$ cat config.mk
export PLATFORM = sky130hd
export DESIGN_NAME = csp_clock_ctrl
export DESIGN_NICKNAME = d
export VERILOG_FILES = /design/src/logic/csp_pkg.sv /design/src/logic/csp_cal_rom.sv /design/src/logic/csp_clock_ctrl.sv
export VERILOG_INCLUDE_DIRS = /design/src /design/src/logic
export SDC_FILE = /design/constraint.sdc
export NUM_CORES = 1
export LEC_CHECK = 0
export BUFFER_PORTS_ARGS = -buffer_cell sky130_fd_sc_hd__buf_2
export CAP_MARGIN = 20
export CORE_MARGIN = 5
export CORE_UTILIZATION = 50
export DETAILED_ROUTE_END_ITERATION = 10
export PLACE_DENSITY = 0.73
export SETUP_SLACK_MARGIN = 0.5
export SLEW_MARGIN = 20
export SYNTH_ARGS = -nofsm -noshare
export SYNTH_HDL_FRONTEND = slang
export SYNTH_SLANG_ARGS = --single-unit
$ cat constraint.sdc
create_clock -name clk -period 5.1 [get_ports clk]
set_input_delay 1.275 -clock clk [delete_from_list [all_inputs] [get_ports clk]]
set_output_delay 1.275 -clock clk [all_outputs]
set_load 0.005 [all_outputs]
$ cat src/logic/csp_params.svh
// Constants for the clock source, prescaler and trim block.
// Assumes inclusion by the package, the main module and the calibration byte store.
`ifndef CSP_PARAMS_SVH
`define CSP_PARAMS_SVH
`define CSP_ADDR_TRIM        8'h31
`define CSP_ADDR_PRESCALE    8'h26
`define CSP_ADDR_FUSE_STATUS 8'h27
`define CSP_ADDR_RUN_STATUS  8'h28
`define CSP_UNLOCK_BIT       7
`define CSP_UNLOCK_WINDOW    3'h4
`define CSP_PS_MAX           4'h8
`define CSP_PS_DIV8          4'h3
`define CSP_PS_DIV1          4'h0
`define CSP_SRC_EXT          2'h0
`define CSP_SRC_RC48         2'h1
`define CSP_SRC_RC96         2'h2
`define CSP_SRC_LP128        2'h3
`define CSP_SUT_SHORT        2'h0
`define CSP_SUT_4MS          2'h1
`define CSP_SUT_64MS         2'h2
`define CSP_WAKE_CK          8'h06
`define CSP_RESET_CK         8'h0e
`define CSP_WDT_4MS          14'h0200
`define CSP_WDT_64MS         14'h2000
`define CSP_CAL_ROWS         2
`endif

$ cat src/logic/csp_pkg.sv
// Types for the clock source, prescaler and trim block.
// Assumes csp_params.svh is on the include path.
`include "csp_params.svh"
package csp_pkg;
   typedef enum logic [1:0] {
      CSP_ST_RESET = 2'b00,
      CSP_ST_WDT   = 2'b01,
      CSP_ST_CLK   = 2'b10,
      CSP_ST_RUN   = 2'b11
   } csp_state_e;
   typedef struct packed {
      logic [1:0] clock_source_select_fuses;
      logic [1:0] startup_time_fuses;
      logic       divide_by_eight_fuse;
      logic       reset_pin_disable_fuse;
   } csp_fuses_s;
   typedef struct packed {
      logic [7:0] addr;
      logic [7:0] wdata;
      logic       wr;
      logic       rd;
   } csp_bus_s;
endpackage : csp_pkg

$ cat src/logic/csp_cal_rom.sv
// Factory calibration byte store, one byte each for the 4.8 and 9.6 MHz modes.
// Assumes a synchronous clock; read data come from a register.
`timescale 1ns/100ps
`include "csp_params.svh"
module csp_cal_rom (
   input  wire logic       clk,
   input  wire logic [0:0] rd_addr,
   input  wire logic [6:0] cal_48,
   input  wire logic [6:0] cal_96,
   output logic      [6:0] rd_data_q
);
   logic [6:0] mem [`CSP_CAL_ROWS];
   assign mem[0] = cal_48;
   assign mem[1] = cal_96;
   always_ff @(posedge clk) begin
      rd_data_q <= mem[rd_addr];
   end
endmodule // csp_cal_rom

$ cat src/logic/csp_clock_ctrl.sv
// System clock control: source choice, start-up delay, prescaler, trim.
// Assumes fuses and calibration bytes are static inputs from the fuse array.
`timescale 1ns/100ps
`include "csp_params.svh"
// Overview of operation
// RQ1: Source fuse 10 gives 9.6 MHz trimmed oscillator, 01 gives 4.8 MHz.
// RQ2: Source fuse 11 selects the 128 kHz low-power oscillator.
// RQ3: Each reset loads the one calibration byte matching the mode into trim.
// RQ4: 4.8 and 9.6 MHz share the oscillator; only a divider differs.
// RQ5: Watchdog and reset time-out stay timed by watchdog oscillator.
// RQ6: Trimmed source: wake 6 clocks; reset delay 14, +4 ms, +64 ms.
// RQ7: 128 kHz source uses the same start-up codes and timing.
// RQ8: Reset-pin-disable fuse stretches shortest delay to 14 clocks plus 4 ms.
// RQ9: Defaults are source 10, start-up 10, divide-by-eight programmed.
// RQ10: Prescaler divides core, flash, I/O and converter clocks together.
// RQ11: Prescale change gives no glitch and no faster intermediate clock.
// RQ12: New rate takes effect after two active edges.
// RQ13: Prescaler is a counter at undivided rate with hidden state.
// RQ14: Trim register at 0x31 holds 7 writable bits, top bit reads zero.
// RQ15: Trim zero is slowest, larger values faster, 0x7F fastest.
// RQ16: Software trims only toward 9.6 or 4.8 MHz.
// RQ17: Software keeps trim within 10% above nominal while writing memories.
// RQ18: Software changes trim in steps no larger than 0x20.
// RQ19: Software programs divide-by-eight when oscillator exceeds supply limit.
// RQ20: Prescale code 0000 to 1000 divides by 1 to 256; above reserved.
// RQ21: Unlock written alone, then prescale value within four cycles.
// RQ22: Reset loads prescale 0011 if divide-by-eight programmed, else 0000.
// RQ23: Trim writes act directly and hold until next write or reset.
module csp_clock_ctrl
   import csp_pkg::*;
(
   input  wire logic                 clk,
   input  wire logic                 srst,
   input  wire csp_pkg::csp_fuses_s  fuses,
   input  wire logic [6:0]           cal_byte_48,
   input  wire logic [6:0]           cal_byte_96,
   input  wire logic                 wdt_osc_tick,
   input  wire logic                 wake_req,
   input  wire csp_pkg::csp_bus_s    bus,
   output logic      [7:0]           rdata_q,
   output logic      [6:0]           osc_trim_q,
   output logic      [1:0]           osc_source_q,
   output logic                      osc_half_q,
   output logic      [3:0]           prescale_select_q,
   output logic                      sys_clk_en,
   output logic                      startup_done_q
);
   import csp_pkg::*;

   csp_state_e  state_q;
   csp_fuses_s  fuses_q;
   logic [1:0]  tick_sync_q;
   logic        tick_prev_q;
   logic        tick_rise;
   logic [7:0]  ck_cnt_q;
   logic [13:0] wdt_cnt_q;
   logic [13:0] wdt_target;
   logic [3:0]  ps_active_q;
   logic [3:0]  ps_pending_q;
   logic        ps_change_q;
   logic [1:0]  ps_edges_q;
   logic [7:0]  ripple_q;
   logic        div_tick;
   logic        unlock_q;
   logic [2:0]  unlock_cnt_q;
   logic        wake_sync0_q;
   logic        wake_sync1_q;
   logic        wake_prev_q;
   logic        wake_rise;
   logic        waking_q;
   logic [6:0]  cal_rd;
   logic        cal_load_q;

   function automatic logic is_wr(input csp_bus_s b, input logic [7:0] a);
      return b.wr && (b.addr == a);
   endfunction

   // Tick when the low ps counter bits are all ones
   function automatic logic tap_of(input logic [7:0] r, input logic [3:0] ps);
      logic [7:0] m;
      m = 8'((9'h001 << ps) - 9'h001);
      return ((r & m) == m);
   endfunction

   // Fuse capture after reset release
   always_ff @(posedge clk) begin
      if (srst) begin
         fuses_q <= '0;
      end else if (state_q == CSP_ST_RESET) begin
         fuses_q <= fuses;
      end
   end

   // RQ1 RQ2 source decode
   always_ff @(posedge clk) begin
      if (srst) begin
         osc_source_q <= `CSP_SRC_RC96;
         osc_half_q   <= 1'b0;
      end else begin
         osc_source_q <= fuses_q.clock_source_select_fuses;
         // RQ4 shared oscillator divider
         osc_half_q   <= (fuses_q.clock_source_select_fuses == `CSP_SRC_RC48);
      end
   end

   // RQ3 calibration byte select
   csp_cal_rom u_cal_rom (
      .clk       (clk),
      .rd_addr   (fuses.clock_source_select_fuses == `CSP_SRC_RC96),
      .cal_48    (cal_byte_48),
      .cal_96    (cal_byte_96),
      .rd_data_q (cal_rd)
   );

   // Watchdog oscillator tick and wake request synchronisers
   always_ff @(posedge clk) begin
      if (srst) begin
         tick_sync_q  <= 2'b00;
         tick_prev_q  <= 1'b0;
         wake_sync0_q <= 1'b0;
         wake_sync1_q <= 1'b0;
         wake_prev_q  <= 1'b0;
      end else begin
         tick_sync_q  <= {tick_sync_q[0], wdt_osc_tick};
         tick_prev_q  <= tick_sync_q[1];
         wake_sync0_q <= wake_req;
         wake_sync1_q <= wake_sync0_q;
         wake_prev_q  <= wake_sync1_q;
      end
   end
   assign tick_rise = tick_sync_q[1] & ~tick_prev_q;
   assign wake_rise = wake_sync1_q & ~wake_prev_q;

   // RQ6 RQ7 RQ8 watchdog time-out choice
   always_comb begin
      wdt_target = 14'h0000;
      case (fuses_q.startup_time_fuses)
         `CSP_SUT_SHORT: wdt_target = fuses_q.reset_pin_disable_fuse ? `CSP_WDT_4MS : 14'h0000;
         `CSP_SUT_4MS:   wdt_target = `CSP_WDT_4MS;
         `CSP_SUT_64MS:  wdt_target = `CSP_WDT_64MS;
         default:        wdt_target = `CSP_WDT_64MS;
      endcase
   end

   // RQ5 reset sequence
   always_ff @(posedge clk) begin
      if (srst) begin
         state_q        <= CSP_ST_RESET;
         wdt_cnt_q      <= 14'h0000;
         ck_cnt_q       <= 8'h00;
         startup_done_q <= 1'b0;
         cal_load_q     <= 1'b0;
      end else begin
         cal_load_q <= 1'b0;
         case (state_q)
            CSP_ST_RESET: begin
               state_q    <= CSP_ST_WDT;
               wdt_cnt_q  <= 14'h0000;
               cal_load_q <= 1'b1;
            end
            CSP_ST_WDT: begin
               // RQ5 watchdog oscillator timed
               if (wdt_cnt_q >= wdt_target) begin
                  state_q  <= CSP_ST_CLK;
                  ck_cnt_q <= 8'h00;
               end else if (tick_rise) begin
                  wdt_cnt_q <= wdt_cnt_q + 14'h0001;
               end
            end
            CSP_ST_CLK: begin
               // RQ6 RQ7 fourteen clock count
               if (ck_cnt_q == `CSP_RESET_CK - 8'h01) begin
                  state_q        <= CSP_ST_RUN;
                  startup_done_q <= 1'b1;
               end else begin
                  ck_cnt_q <= ck_cnt_q + 8'h01;
               end
            end
            CSP_ST_RUN: begin
               // RQ6 six clock wake
               if (wake_rise && !waking_q) begin
                  startup_done_q <= 1'b0;
                  ck_cnt_q       <= 8'h00;
               end else if (waking_q) begin
                  if (ck_cnt_q == `CSP_WAKE_CK - 8'h01) begin
                     startup_done_q <= 1'b1;
                  end else begin
                     ck_cnt_q <= ck_cnt_q + 8'h01;
                  end
               end
            end
            default: state_q <= CSP_ST_RESET;
         endcase
      end
   end
   assign waking_q = (state_q == CSP_ST_RUN) && !startup_done_q;

   // RQ23 trim write and hold
   always_ff @(posedge clk) begin
      if (srst) begin
         osc_trim_q <= 7'h00;
      end else if (cal_load_q) begin
         // RQ3 reset reload
         osc_trim_q <= cal_rd;
      end else if (is_wr(bus, `CSP_ADDR_TRIM)) begin
         // RQ14 RQ15 seven bit trim
         osc_trim_q <= bus.wdata[6:0];
      end
   end

   // RQ21 unlock window
   always_ff @(posedge clk) begin
      if (srst) begin
         unlock_q     <= 1'b0;
         unlock_cnt_q <= 3'h0;
      end else if (is_wr(bus, `CSP_ADDR_PRESCALE) && unlock_q && !bus.wdata[`CSP_UNLOCK_BIT]) begin
         unlock_q <= 1'b0;
      end else if (unlock_q) begin
         if (unlock_cnt_q == `CSP_UNLOCK_WINDOW - 3'h1) begin
            unlock_q <= 1'b0;
         end else begin
            unlock_cnt_q <= unlock_cnt_q + 3'h1;
         end
      end else if (is_wr(bus, `CSP_ADDR_PRESCALE) && bus.wdata == 8'h80) begin
         unlock_q     <= 1'b1;
         unlock_cnt_q <= 3'h0;
      end
   end

   // RQ22 RQ20 prescale select
   always_ff @(posedge clk) begin
      if (srst) begin
         prescale_select_q <= `CSP_PS_DIV8;
      end else if (state_q == CSP_ST_RESET) begin
         prescale_select_q <= fuses.divide_by_eight_fuse ? `CSP_PS_DIV8 : `CSP_PS_DIV1;
      end else if (is_wr(bus, `CSP_ADDR_PRESCALE) && unlock_q && !bus.wdata[`CSP_UNLOCK_BIT]
                   && bus.wdata[3:0] <= `CSP_PS_MAX) begin
         prescale_select_q <= bus.wdata[3:0];
      end
   end

   // RQ13 undivided counter
   always_ff @(posedge clk) begin
      if (srst) begin
         ripple_q <= 8'h00;
      end else begin
         ripple_q <= ripple_q + 8'h01;
      end
   end

   // RQ11 RQ12 switch on two edges
   always_ff @(posedge clk) begin
      if (srst) begin
         ps_active_q  <= `CSP_PS_DIV8;
         ps_pending_q <= `CSP_PS_DIV8;
         ps_change_q  <= 1'b0;
         ps_edges_q   <= 2'h0;
      end else if (state_q == CSP_ST_RESET) begin
         ps_active_q <= fuses.divide_by_eight_fuse ? `CSP_PS_DIV8 : `CSP_PS_DIV1;
         ps_change_q <= 1'b0;
      end else if (prescale_select_q != ps_pending_q) begin
         ps_pending_q <= prescale_select_q;
         ps_change_q  <= 1'b1;
         ps_edges_q   <= 2'h0;
      end else if (ps_change_q && div_tick) begin
         if (ps_edges_q == 2'h0) begin
            ps_active_q <= (ps_pending_q > ps_active_q) ? ps_pending_q : ps_active_q;
            ps_edges_q  <= 2'h1;
         end else begin
            ps_active_q <= ps_pending_q;
            ps_change_q <= 1'b0;
         end
      end
   end
   assign div_tick = tap_of(ripple_q, ps_active_q);

   // RQ10 common clock enable
   assign sys_clk_en = div_tick && startup_done_q;

   // Register read port
   always_ff @(posedge clk) begin
      if (srst) begin
         rdata_q <= 8'h00;
      end else if (bus.rd) begin
         case (bus.addr)
            `CSP_ADDR_TRIM:        rdata_q <= {1'b0, osc_trim_q};
            `CSP_ADDR_PRESCALE:    rdata_q <= {unlock_q, 3'b000, prescale_select_q};
            `CSP_ADDR_FUSE_STATUS: rdata_q <= {2'b00, fuses_q};
            `CSP_ADDR_RUN_STATUS:  rdata_q <= {4'h0, ps_change_q, startup_done_q, state_q};
            default:               rdata_q <= 8'h00;
         endcase
      end else begin
         rdata_q <= 8'h00;
      end
   end
endmodule // csp_clock_ctrl

==> Word level (Yosys, flattened, before mapping) <==
Cells that the tools add are included.
{ "classes": {"addsub": 5, "n_lt_le_gt_ge": 4, "eq_ne": 28, "shift": 1, "n_mux": 46, "bitwise": 9, "reduce_logical": 38} }
{ "op_table": {"columns": ["op", "count"], "rows": [
  ["$pmux 14 s2", 2],
  ["$mux 8", 5],
  ["$mux 7", 5],
  ["$eq 8x6->1 const B", 4],
  ["$pmux 8 s4", 1],
  ["$mux 14", 2],
  ["$mux 4", 7],
  ["$pmux 8 s3", 1],
  ["$add 8x1->8 const B", 2],
  ["$ne 2x2->1 const B", 8],
  ["$reduce_bool 2->1", 8],
  ["$reduce_and 3->1", 5],
  ["$add 14x1->14 const B", 1],
  ["$ge 14x14->1", 1],
  ["$mux 2", 6],
  ["$mux 1", 11],
  ["$logic_and 1x1->1", 10],
  ["$mux 10", 1],
  ["$mux 3", 3],
  ["$ne 3x3->1 const B", 3],
  ["$and 8x8->8", 1],
  ["$eq 8x3->1 const B", 1],
  ["$eq 8x4->1 const B", 1],
  ["$eq 8x8->1", 1],
  ["other kinds (24)", 41]
]} }
{ "word_totals": {"register_bits": 90, "input_bits": 42, "word_cells": 158} }

==> Longest topological paths before layout <==
Gate-level depths: netlist of the first run.
{ "logic_depth": {"depth_word": 8, "mapped_depth": 10, "depth_no_buf": 8} }

==> Cells and area by module <==
A second synthesis of the first run with hierarchy kept.
{ "unflattened": {"cells_unflattened": 500, "hier_area_um2": 4460.5} }
{ "modules_own_cells": {"columns": ["module", "instances", "cells_per_inst", "area_per_inst_um2", "seq_area_each_um2"], "rows": [
  ["csp_clock_ctrl", 1, 485, 4204.0, 1641.6],
  ["csp_cal_rom", 1, 15, 256.5, 140.1]
]} }

==> Worst setup path after synthesis of the first run <==
Ideal clock, no wire load.
{ "synth_timing": {"path_kind": "flip-flop to output port", "startpoint": "register ps_active_q[3]", "endpoint": "output sys_clk_en", "arrival_ps": 2354, "setup_slack_ps": 1471, "path_stages_with_launch": 9, "n_path_buf": 1, "path_cell_list": "dfxtp_1 buf_6 or4_4 ha_1 or3_1 a2111oi_0 a211o_1 nor2_1 and2_1"} }
{ "synth_between": {"elab_chain_len": 5} }
{ "synth_lines": {"columns": ["item", "line", "source"], "rows": [
  ["start, declared", "csp_clock_ctrl.sv:58", "logic [3:0] ps_active_q;"],
  ["start signal, assigned", "csp_clock_ctrl.sv:254", "ps_active_q <= `CSP_PS_DIV8;"],
  ["start signal, assigned", "csp_clock_ctrl.sv:259", "ps_active_q <= fuses.divide_by_eight_fuse ? `CSP_PS_DIV8 : `CSP_PS_DIV1;"],
  ["start signal, assigned", "csp_clock_ctrl.sv:267", "ps_active_q <= (ps_pending_q > ps_active_q) ? ps_pending_q : ps_active_q;"],
  ["$shl 1x4->8 *", "csp_clock_ctrl.sv:81", "m = 8'((9'h001 << ps) - 9'h001);"],
  ["$sub 8x1->8 *", "csp_clock_ctrl.sv:81", null],
  ["$and 8x8->8", "csp_clock_ctrl.sv:82", "return ((r & m) == m);"],
  ["$eq 8x8->1 *", "csp_clock_ctrl.sv:82", null],
  ["$logic_and 1x1->1 *", "csp_clock_ctrl.sv:278", "assign sys_clk_en = div_tick && startup_done_q;"],
  ["end, declared", "csp_clock_ctrl.sv:45", "output logic sys_clk_en,"]
]} }
Every way passes the cells marked *; elsewhere a longest branch is shown, timed or not.

==> Worst setup path in the final report of the first run <==
Ends and elaborated chain as after synthesis.

==> flow_metrics.py, run 1 <==
metrics = {
    "run_status": {
        "outcome": "finished, final reports clean",
    },
    "floorplan": {
        "dieArea_um2": 10650,
        "fp.dieH_um": 103.2,
        "fp.dieW_um": 103.2,
        "pin_count": 66,
        "initial_core_util_pct": 50.55,
        "core_area_um2": 8593,
        "fp-row-count": 34,
    },
    "clocking": {
        "clk_pin_slew_ps": 90,
        "cts_buffer_depth": 2,
        "post_cts_resize_count": 0,
        "clock_latency_ps": 350,
        "cts_root_buf": "clkbuf_8",
        "numClockSinks": 89,
        "postCtsHoldBufs": 0,
        "post-cts-setup-buffers": 0,
        "cts_buffers": 9,
        "cts_tree": "built",
        "htreeDepth": 3,
    },
    "yosys": {
        "yosys-top-cells-area": "dfxtp_1 (41%), ha_1 (5.5%), mux2i_1 (5.1%)",
        "synthArstFlopShare_pct": 0,
        "yosysTopAreaCell": "dfxtp_1",
        "syn_area_um2": 4344,
        "synth-seq-cells": 89,
        "synthFlopType": "dfxtp_1",
        "synth.top_cell.area_share_pct": 41.01,
        "synth.distinct_cells": 59,
        "syn_avg_cell_area_um2": 8.866,
        "netlist_instances": 490,
        "synth-warning-count": 0,
        "synth_edf_count": 0,
        "syn_nets": 551,
        "ys_seq_area_share_pct": 41.01,
    },
    "timing": {
        "max_slew_margin_pct": 27.64,
        "report.final.hold_viol_count": 0,
        "post-route-min-period_ps": 4363,
        "fin_crit_sh_pct": 85.54,
        "max_freq_mhz": 229.2,
        "grt_setup_unrepaired": "false",
        "worst_clock_skew_ps": 11.81,
        "setup_viol": 0,
        "worst_pin_slew_ps": 1071,
        "maxSlewViolCount": 0,
        "final.setup.tns_ps": 0,
    },
    "route": {
        "drc_errors": 0,
        "final_antenna_net_count": 0,
        "dr.first_iter.drc_count": 205,
        "vias_per_cell": 5.735,
        "vias": 3791,
        "routed_wl_mm": 9.912,
        "avgRoutedWirePerCell_um": 15.00,
        "dr.pass1.iters": 5,
    },
    "run": {
        "drv_cap": 0,
    },
    "grt": {
        "grt_usage_pct": 19.61,
        "grt_max_degree": 36,
        "grt_pass1_vias": 3657,
        "gr-total-overflow": 0,
        "antenna_found_initial": 0,
        "grt_pass1_wl_mm": 16.77,
    },
    "power": {
        "static-leakage-power_uw": 0.001998,
        "irDropWorstVdd_uv": 217.8,
        "cellPowerDensity_nw_per_um2": 402.8,
    },
    "place": {
        "place_congestion": 0.9115,
        "dpl.hpwl_mm": 7.369,
        "port_buffers": 65,
        "dp_cells": 645,
    },
    "finish": {
        "nNetsFinal": 609,
        "drive_above_1_share_pct": 17.54,
        "layoutNonFillerInstCount": 661,
        "diodes": 0,
        "area_growth_syn_to_layout_pct": 13.28,
    },
    "critical_path": {
        "cp.required_ps": 3830,
        "end_kind": "output port",
        "crit_arrival_ps": 3090,
        "path_max_fanout": 9,
        "critPathLaunchType": "register",
        "worstSetupPathType": "register to output port",
    },
    "hold_path": {
        "hp-class": "register to register",
    },
}
## layout by cell type (no fill, tap or decap), drive strengths merged, types with 9 or more instances in the layout
cell    synthesis  routed
a211oi          9       9
a21oi          26      26
a22oi          10      10
and3           14      14
buf             3      67
clkbuf         17      13
dfxtp          89      89
ha             19      19
inv            23      23
mux2i          22      22
nand2          23      23
nand3          17      17
nand4          10      10
nor2           52      52
nor2b          19      19
o21ai          19      19
xnor2           9       9
## area by class of cell
cell class,instances,area (um^2)
Clock buffer,13,158.9
Clock inverter,3,25.02
Fill cell,773,3672
Inverter,23,86.33
Multi-Input combinational cell,358,2394
Sequential cell,89,1782
Tap cell,108,135.1
Timing Repair Buffer,67,340.3
## metrics by stage
stage          cell area (um^2)  utilization, %  hold slack [ps]  setup slack, ps  power (uW)
2_1_floorplan              4344               -            413.8             1471        1351
3_3_place_gp               4737           55.13            424.9             1331        1523
3_5_place_dp               4737           55.13            426.4             1179        1544
4_1_cts                    4921           57.27            445.1            779.0        1994
5_1_grt                    4921           57.27            470.4            587.4        2131
6_report                   4921           57.27            441.2            737.2        1982
## synthesized netlist by cell type (2+ instances only)
| cell type | n |
|---|---|
| mux2_2 | 7 |
| nand3b_1 | 2 |
| or2_2 | 3 |
| nor4_1 | 5 |
| o21ai_0 | 19 |
| nor2b_1 | 19 |
| a41oi_1 | 3 |
| clkbuf_1 | 17 |
| o31ai_1 | 5 |
| nand4_1 | 10 |
| a22oi_1 | 10 |
| and3_1 | 14 |
| ha_1 | 19 |
| inv_1 | 23 |
| nor2_1 | 52 |
| a31oi_1 | 5 |
| xor2_1 | 5 |
| a21oi_1 | 25 |
| buf_1 | 2 |
| nor3_1 | 8 |
| nand3_1 | 17 |
| or4_1 | 7 |
| and2_1 | 5 |
| o21a_1 | 2 |
| nand2_1 | 23 |
| nand2b_1 | 5 |
| a211o_1 | 5 |
| and4_1 | 3 |
| dfxtp_1 | 89 |
| a21o_1 | 2 |
| mux2i_1 | 22 |
| o211ai_1 | 3 |
| a211oi_1 | 9 |
| nor4b_1 | 4 |
| nand4b_1 | 4 |
| or3_1 | 6 |
| xnor2_1 | 9 |
## path summary, 6_finish.rpt
path / from / endpoint / slack, ps / cells past startpoint
worst max-delay path: ps_active_q[3] / sys_clk_en / 740 / 8
worst min-delay path: wake_sync0_q / wake_sync1_q / 440 / 1
worst max register to register: state_q[1] / wdt_cnt_q[7] / 2250 / 8
worst min register to register: wake_sync0_q / wake_sync1_q / 440 / 1
## flip-flops by register name, summed over array words and instances (netlist names), 2 cells and up
signal / flops
ripple_q: 8
fuses_q: 6
ps_active_q: 4
tick_sync_q: 2
wdt_cnt_q: 14
ps_pending_q: 4
state_q: 2
osc_source_q: 2
osc_trim_q: 7
ck_cnt_q: 8
u_cal_rom.rd_data_q: 7
rdata_q: 8
unlock_cnt_q: 3
prescale_select_q: 4
## cell families after synthesis
family | after synthesis | synth area share (%)
and+or+nand+nor | 194 | 24.22
DFF | 89 | 41.01
adders and majority gates | 19 | 5.472
buffers and inverters | 43 | 3.888
xor gates and xnor gates | 14 | 2.823
AOI/OAI and AO/OA | 102 | 15.70
muxes | 29 | 6.884
## power breakdown
| group | internal, uW | total [uW] | switching, uW |
|---|---|---|---|
| Sequential | 772 | 857 | 85.8 |
| Clock | 206 | 447 | 241 |
| Combinational | 271 | 677 | 406 |
| Total | 1250 | 1980 | 733 |
## layer usage
layer / GRT usage [%] / up-vias / wire length [um]
met4: 6.275 / 0 / 107
met1: 26.40 / 1780 / 4629
met5: 0 / - / 0
li1: - / 1890 / -
met2: 31.43 / 110 / 4660
met3: 4.359 / 11 / 514
## worst max-delay path, cell delays in order (launching register included)
cell	delay [ps]
dfxtp_1	400
or4_4	570
ha_1	300
or3_1	330
a2111oi_0	490
a211o_1	280
nor2_1	80
and2_1	180
buf_2	120
Note: power is estimated with default switching activity, not from simulation.
==> run 2, diff against run 1 <==
- CORE_UTILIZATION: 50 -> 61
- PLACE_DENSITY: 0.73 -> 0.86
==> flow_metrics.py, run 2 (same netlist as run 1, synthesis figures left out) <==
metrics = {
    "power": {
        "static-leakage-power_uw": 0.002004,
        "seq_power_share_pct": 42.4,
        "p_int_uw": 1274,
        "pwr-share-clk_pct": 24.2,
        "comb_power_share_pct": 33.4,
        "switching_power_uw": 753.7,
        "cellPowerDensity_nw_per_um2": 412.6,
        "power_uw": 2028,
        "irDropWorstVdd_uv": 242.1,
        "netSwitchingFraction_pct": 37.16,
    },
    "floorplan": {
        "core_area_um2": 6869,
        "dieArea_um2": 8909,
        "fp.dieW_um": 94.39,
        "initial_core_util_pct": 63.24,
        "pin_count": 66,
        "fp.dieH_um": 94.39,
        "fp-row-count": 30,
    },
    "clocking": {
        "clock_latency_ps": 360,
        "cts_buffer_depth": 2,
        "post_cts_resize_count": 0,
        "post-cts-setup-buffers": 0,
        "postCtsHoldBufs": 0,
        "numClockSinks": 89,
        "clk_pin_slew_ps": 90,
        "cts_tree": "built",
        "htreeDepth": 3,
        "cts_buffers": 9,
        "cts_root_buf": "clkbuf_8",
    },
    "timing": {
        "max_slew_margin_pct": 30.21,
        "report.final.hold_viol_count": 0,
        "maxSlewViolCount": 0,
        "worst_pin_slew_ps": 1033,
        "post-route-min-period_ps": 4361,
        "worst_clock_skew_ps": 9.003,
        "setup_viol": 0,
        "max_freq_mhz": 229.3,
        "final.setup.tns_ps": 0,
        "grt_setup_unrepaired": "false",
        "fin_crit_sh_pct": 85.52,
    },
    "route": {
        "drc_errors": 0,
        "vias": 3862,
        "avgRoutedWirePerCell_um": 15.44,
        "vias_per_cell": 5.960,
        "routed_wl_mm": 10.01,
        "dr.pass1.iters": 5,
        "dr.first_iter.drc_count": 187,
        "final_antenna_net_count": 0,
    },
    "run_status": {
        "outcome": "finished, final reports clean",
    },
    "finish": {
        "regMostFlops": "wdt_cnt_q",
        "layout_common_cells": "dfxtp_1 (89), buf_2 (65), nor2_1 (52)",
        "drive_above_1_share_pct": 17.75,
        "largest_reg_flops": 14,
        "diodes": 0,
        "nNetsFinal": 608,
        "final_common_cell": "dfxtp_1",
        "area_growth_syn_to_layout_pct": 13.16,
        "fillers": 537,
    },
    "grt": {
        "antenna_found_initial": 0,
        "grt_pass1_vias": 3653,
        "grt_max_degree": 58,
        "grt_pass1_wl_mm": 16.60,
        "grt_usage_pct": 23.33,
        "gr-total-overflow": 0,
    },
    "place": {
        "dpl.hpwl_mm": 7.231,
        "port_buffers": 65,
        "place_congestion": 0.9475,
    },
    "critical_path": {
        "cp.required_ps": 3830,
        "path_max_fanout": 9,
        "worstSetupPathType": "register to output port",
        "critPathLaunchType": "register",
        "crit_arrival_ps": 3090,
        "end_kind": "output port",
        "reg2reg_depth": 8,
    },
    "hold_path": {
        "hp-class": "register to register",
        "holdPathStages": 1,
    },
    "run": {
        "drv_cap": 0,
    },
}
[run 2: cell count changes in the layout (fill, tap and decap cells not counted), sizes merged]
cell and change:
clkbuf -4, inv +3, buf -1, bufinv +1
[run 2: layer usage]
layer	wire length [um]	vias to the layer above	GRT usage, %	part of all wire, %
li1	-	1890	-	-
met1	4419	1836	29.45	44
met5	0	-	0	0
met4	224	0	9.988	2.2
met3	516	21	3.984	5.2
met2	4845	115	39.30	48
[run 2: power groups by stage]
stage / registers (uW) / logic [uW] / clock network [uW]
2_1_floorplan: 844 / 506 / 0
3_3_place_gp: 869 / 638 / 0
3_5_place_dp: 874 / 670 / 0
4_1_cts: 858 / 674 / 499
5_1_grt: 874 / 761 / 526
6_report: 861 / 677 / 490
[run 2: stage by stage]
step	instances	instance area, um^2	util (%)	hold WS, ps	setup slack (ps)
5_1_grt	648	4916	71.57	469.8	652.4
3_3_place_gp	632	4715	68.63	417.8	1311
6_report	648	4916	71.57	438.5	738.6
4_1_cts	648	4916	71.57	438.8	818.9
3_5_place_dp	632	4715	68.63	424.7	1217
2_1_floorplan	490	4344	-	413.8	1471
[run 2: worst max-delay path: stages, from the launching register on]
cell	delay, ps
dfxtp_1	390
or4_4	570
ha_1	310
or3_1	340
a2111oi_0	470
a211o_1	280
nor2_1	80
and2_1	180
buf_2	120
[run 2: final timing paths]
check | endpoint | slack [ps] | start
worst max register to register | wdt_cnt_q[6] | 2270 | state_q[1]
worst max-delay path | sys_clk_en | 740 | ps_active_q[3]
worst min-delay path | tick_sync_q[1] | 440 | tick_sync_q[0]
worst min register to register | tick_sync_q[1] | 440 | tick_sync_q[0]
[run 2: area by class of cell]
class	instances	area (um^2)	area share, %
Multi-Input combinational cell	358	2394	48.69
Sequential cell	89	1782	36.24
Timing Repair Buffer	66	332.8	6.770
Clock buffer	9	123.9	2.520
Tap cell	96	120.1	2.443
Inverter	23	86.33	1.756
Clock inverter	7	77.57	1.578
==> run 3, diff against run 2 <==
- CORE_UTILIZATION: 61 -> 57
- PLACE_DENSITY: 0.86 -> 0.81
- clock period: 5.1 -> 4.5 ns (I/O delays scaled with it)
==> flow_metrics.py, run 3 (same netlist as run 1, synthesis figures left out) <==
metrics = {
    "run_status": {
        "outcome": "finished, final reports clean",
    },
    "clocking": {
        "cts_tree": "built",
        "cts_buffer_depth": 2,
        "cts_root_buf": "clkbuf_8",
        "clk_pin_slew_ps": 90,
        "numClockSinks": 89,
        "htreeDepth": 3,
        "cts_buffers": 9,
        "clock_latency_ps": 360,
    },
    "floorplan": {
        "dieArea_um2": 9467,
        "fp.dieH_um": 97.30,
        "pin_count": 66,
        "fp-row-count": 31,
        "core_area_um2": 7331,
        "initial_core_util_pct": 59.26,
        "fp.dieW_um": 97.30,
    },
    "critical_path": {
        "cp.required_ps": 3380,
        "cp_cell_sequence": "or4_4 > ha_2 > or4_1 > a211o_1 > o221ai_2 > nor2_1 > and2_1 > buf_2",
        "path_max_fanout": 9,
        "critPathLaunchType": "register",
        "path_buf_inv": 1,
        "slowest_delay_ps": 550,
        "worstSetupPathType": "register to output port",
        "end_kind": "output port",
        "rrSetupSlack_ps": 1610,
        "crit_arrival_ps": 2780,
        "critical_path.top_delay_family": "simple AND/OR/NAND/NOR gates",
        "critical-path-slowest-cell": "or4_4",
    },
    "route": {
        "routed_wl_mm": 10.51,
        "vias": 3948,
        "vias_per_cell": 6.037,
        "dr.first_iter.drc_count": 243,
        "final_antenna_net_count": 0,
        "dr.pass1.iters": 5,
        "drc_errors": 0,
        "avgRoutedWirePerCell_um": 16.08,
    },
    "timing": {
        "grt_setup_unrepaired": "false",
        "maxSlewViolCount": 0,
        "report.final.hold_viol_count": 0,
        "post-route-min-period_ps": 3908,
        "fin_crit_sh_pct": 86.84,
        "max_slew_margin_pct": 41.08,
        "worst_clock_skew_ps": 10.83,
        "max_freq_mhz": 255.9,
        "final.setup.tns_ps": 0,
        "worst_pin_slew_ps": 883.8,
        "hold_ws_ps": 460.4,
        "setup_viol": 0,
    },
    "finish": {
        "nNetsFinal": 611,
        "area_growth_syn_to_layout_pct": 14.46,
        "largest_reg_flops": 14,
        "postLayoutCoreUtil_pct": 67.83,
        "layout_common_cells": "dfxtp_1 (87), buf_2 (65), nor2_1 (52)",
        "multi_input_area_um2": 2434,
        "final_common_cell": "dfxtp_1",
        "final_area_um2": 4972,
        "area.sequential_um2": 1784,
        "regMostFlops": "wdt_cnt_q",
        "fillers": 585,
        "drive_above_1_share_pct": 18.92,
        "diodes": 0,
    },
    "power": {
        "power_uw": 2325,
        "cellPowerDensity_nw_per_um2": 467.5,
        "irDropWorstVdd_uv": 299.3,
        "static-leakage-power_uw": 0.002025,
    },
    "hold_path": {
        "hp-class": "register to register",
    },
    "grt": {
        "antenna_found_initial": 0,
        "grt_max_degree": 32,
        "grt_usage_pct": 22.18,
        "gr-total-overflow": 0,
        "grt_pass1_wl_mm": 17.74,
        "grt_pass1_vias": 3761,
    },
    "place": {
        "place_congestion": 0.8796,
        "dpl.hpwl_mm": 7.469,
        "place_area_um2": 4726,
        "port_buffers": 65,
    },
    "run": {
        "drv_cap": 0,
    },
}
run 3: worst reg2reg max path, stage by stage (launching register included):
cell and delay, ps:
dfxtp_1 370, inv_1 100, ha_1 740, inv_1 370
nor2_1 260, a31oi_1 90, buf_4 220, or4_1 530
a21oi_1 160
run 3: repair_timing:
action | CTS | global route
buffers inserted | 1 | 1
pin swaps | 1 | 1
resized for setup | 3 | 5
hold buffers | 0 | 0
endpoints found under the setup margin | 1 | 1
run 3: path summary, 6_finish.rpt:
kind | startpoint | end | depth (start not counted)
max | ps_active_q[3] | sys_clk_en | 8
min | tick_sync_q[0] | tick_sync_q[1] | 1
max reg2reg | state_q[0] | wdt_cnt_q[6] | 8
min reg2reg | tick_sync_q[0] | tick_sync_q[1] | 1
run 3: through the flow:
step                      instances  setup slack [ps]
after floorplan                 490              1021
after global routing            654             501.8
after CTS                       653             514.5
after global placement          636             884.0
after detailed placement        636             710.1
final                           654             592.1
run 3: area by class of cell:
class | instances | share of cell area [%]
sequential | 89 | 35.88
inverter | 23 | 1.736
clock buffer | 13 | 2.994
multi-input combinational | 358 | 48.94
clock inverter | 3 | 0.8052
timing repair buffer | 69 | 7.146
tap | 99 | 2.491
run 3: power breakdown:
group	switching [uW]	internal [uW]	total, uW
Clock	269	271	540
Combinational	487	321	807
Sequential	102	876	977
run 3: layer usage:
layer / GRT usage [%] / wire length [um] / vias up
met5: 0 / 0 / -
met4: 7.135 / 142 / 0
met3: 5.097 / 619 / 15
met2: 36.46 / 5080 / 144
met1: 28.88 / 4672 / 1888
li1: - / - / 1901
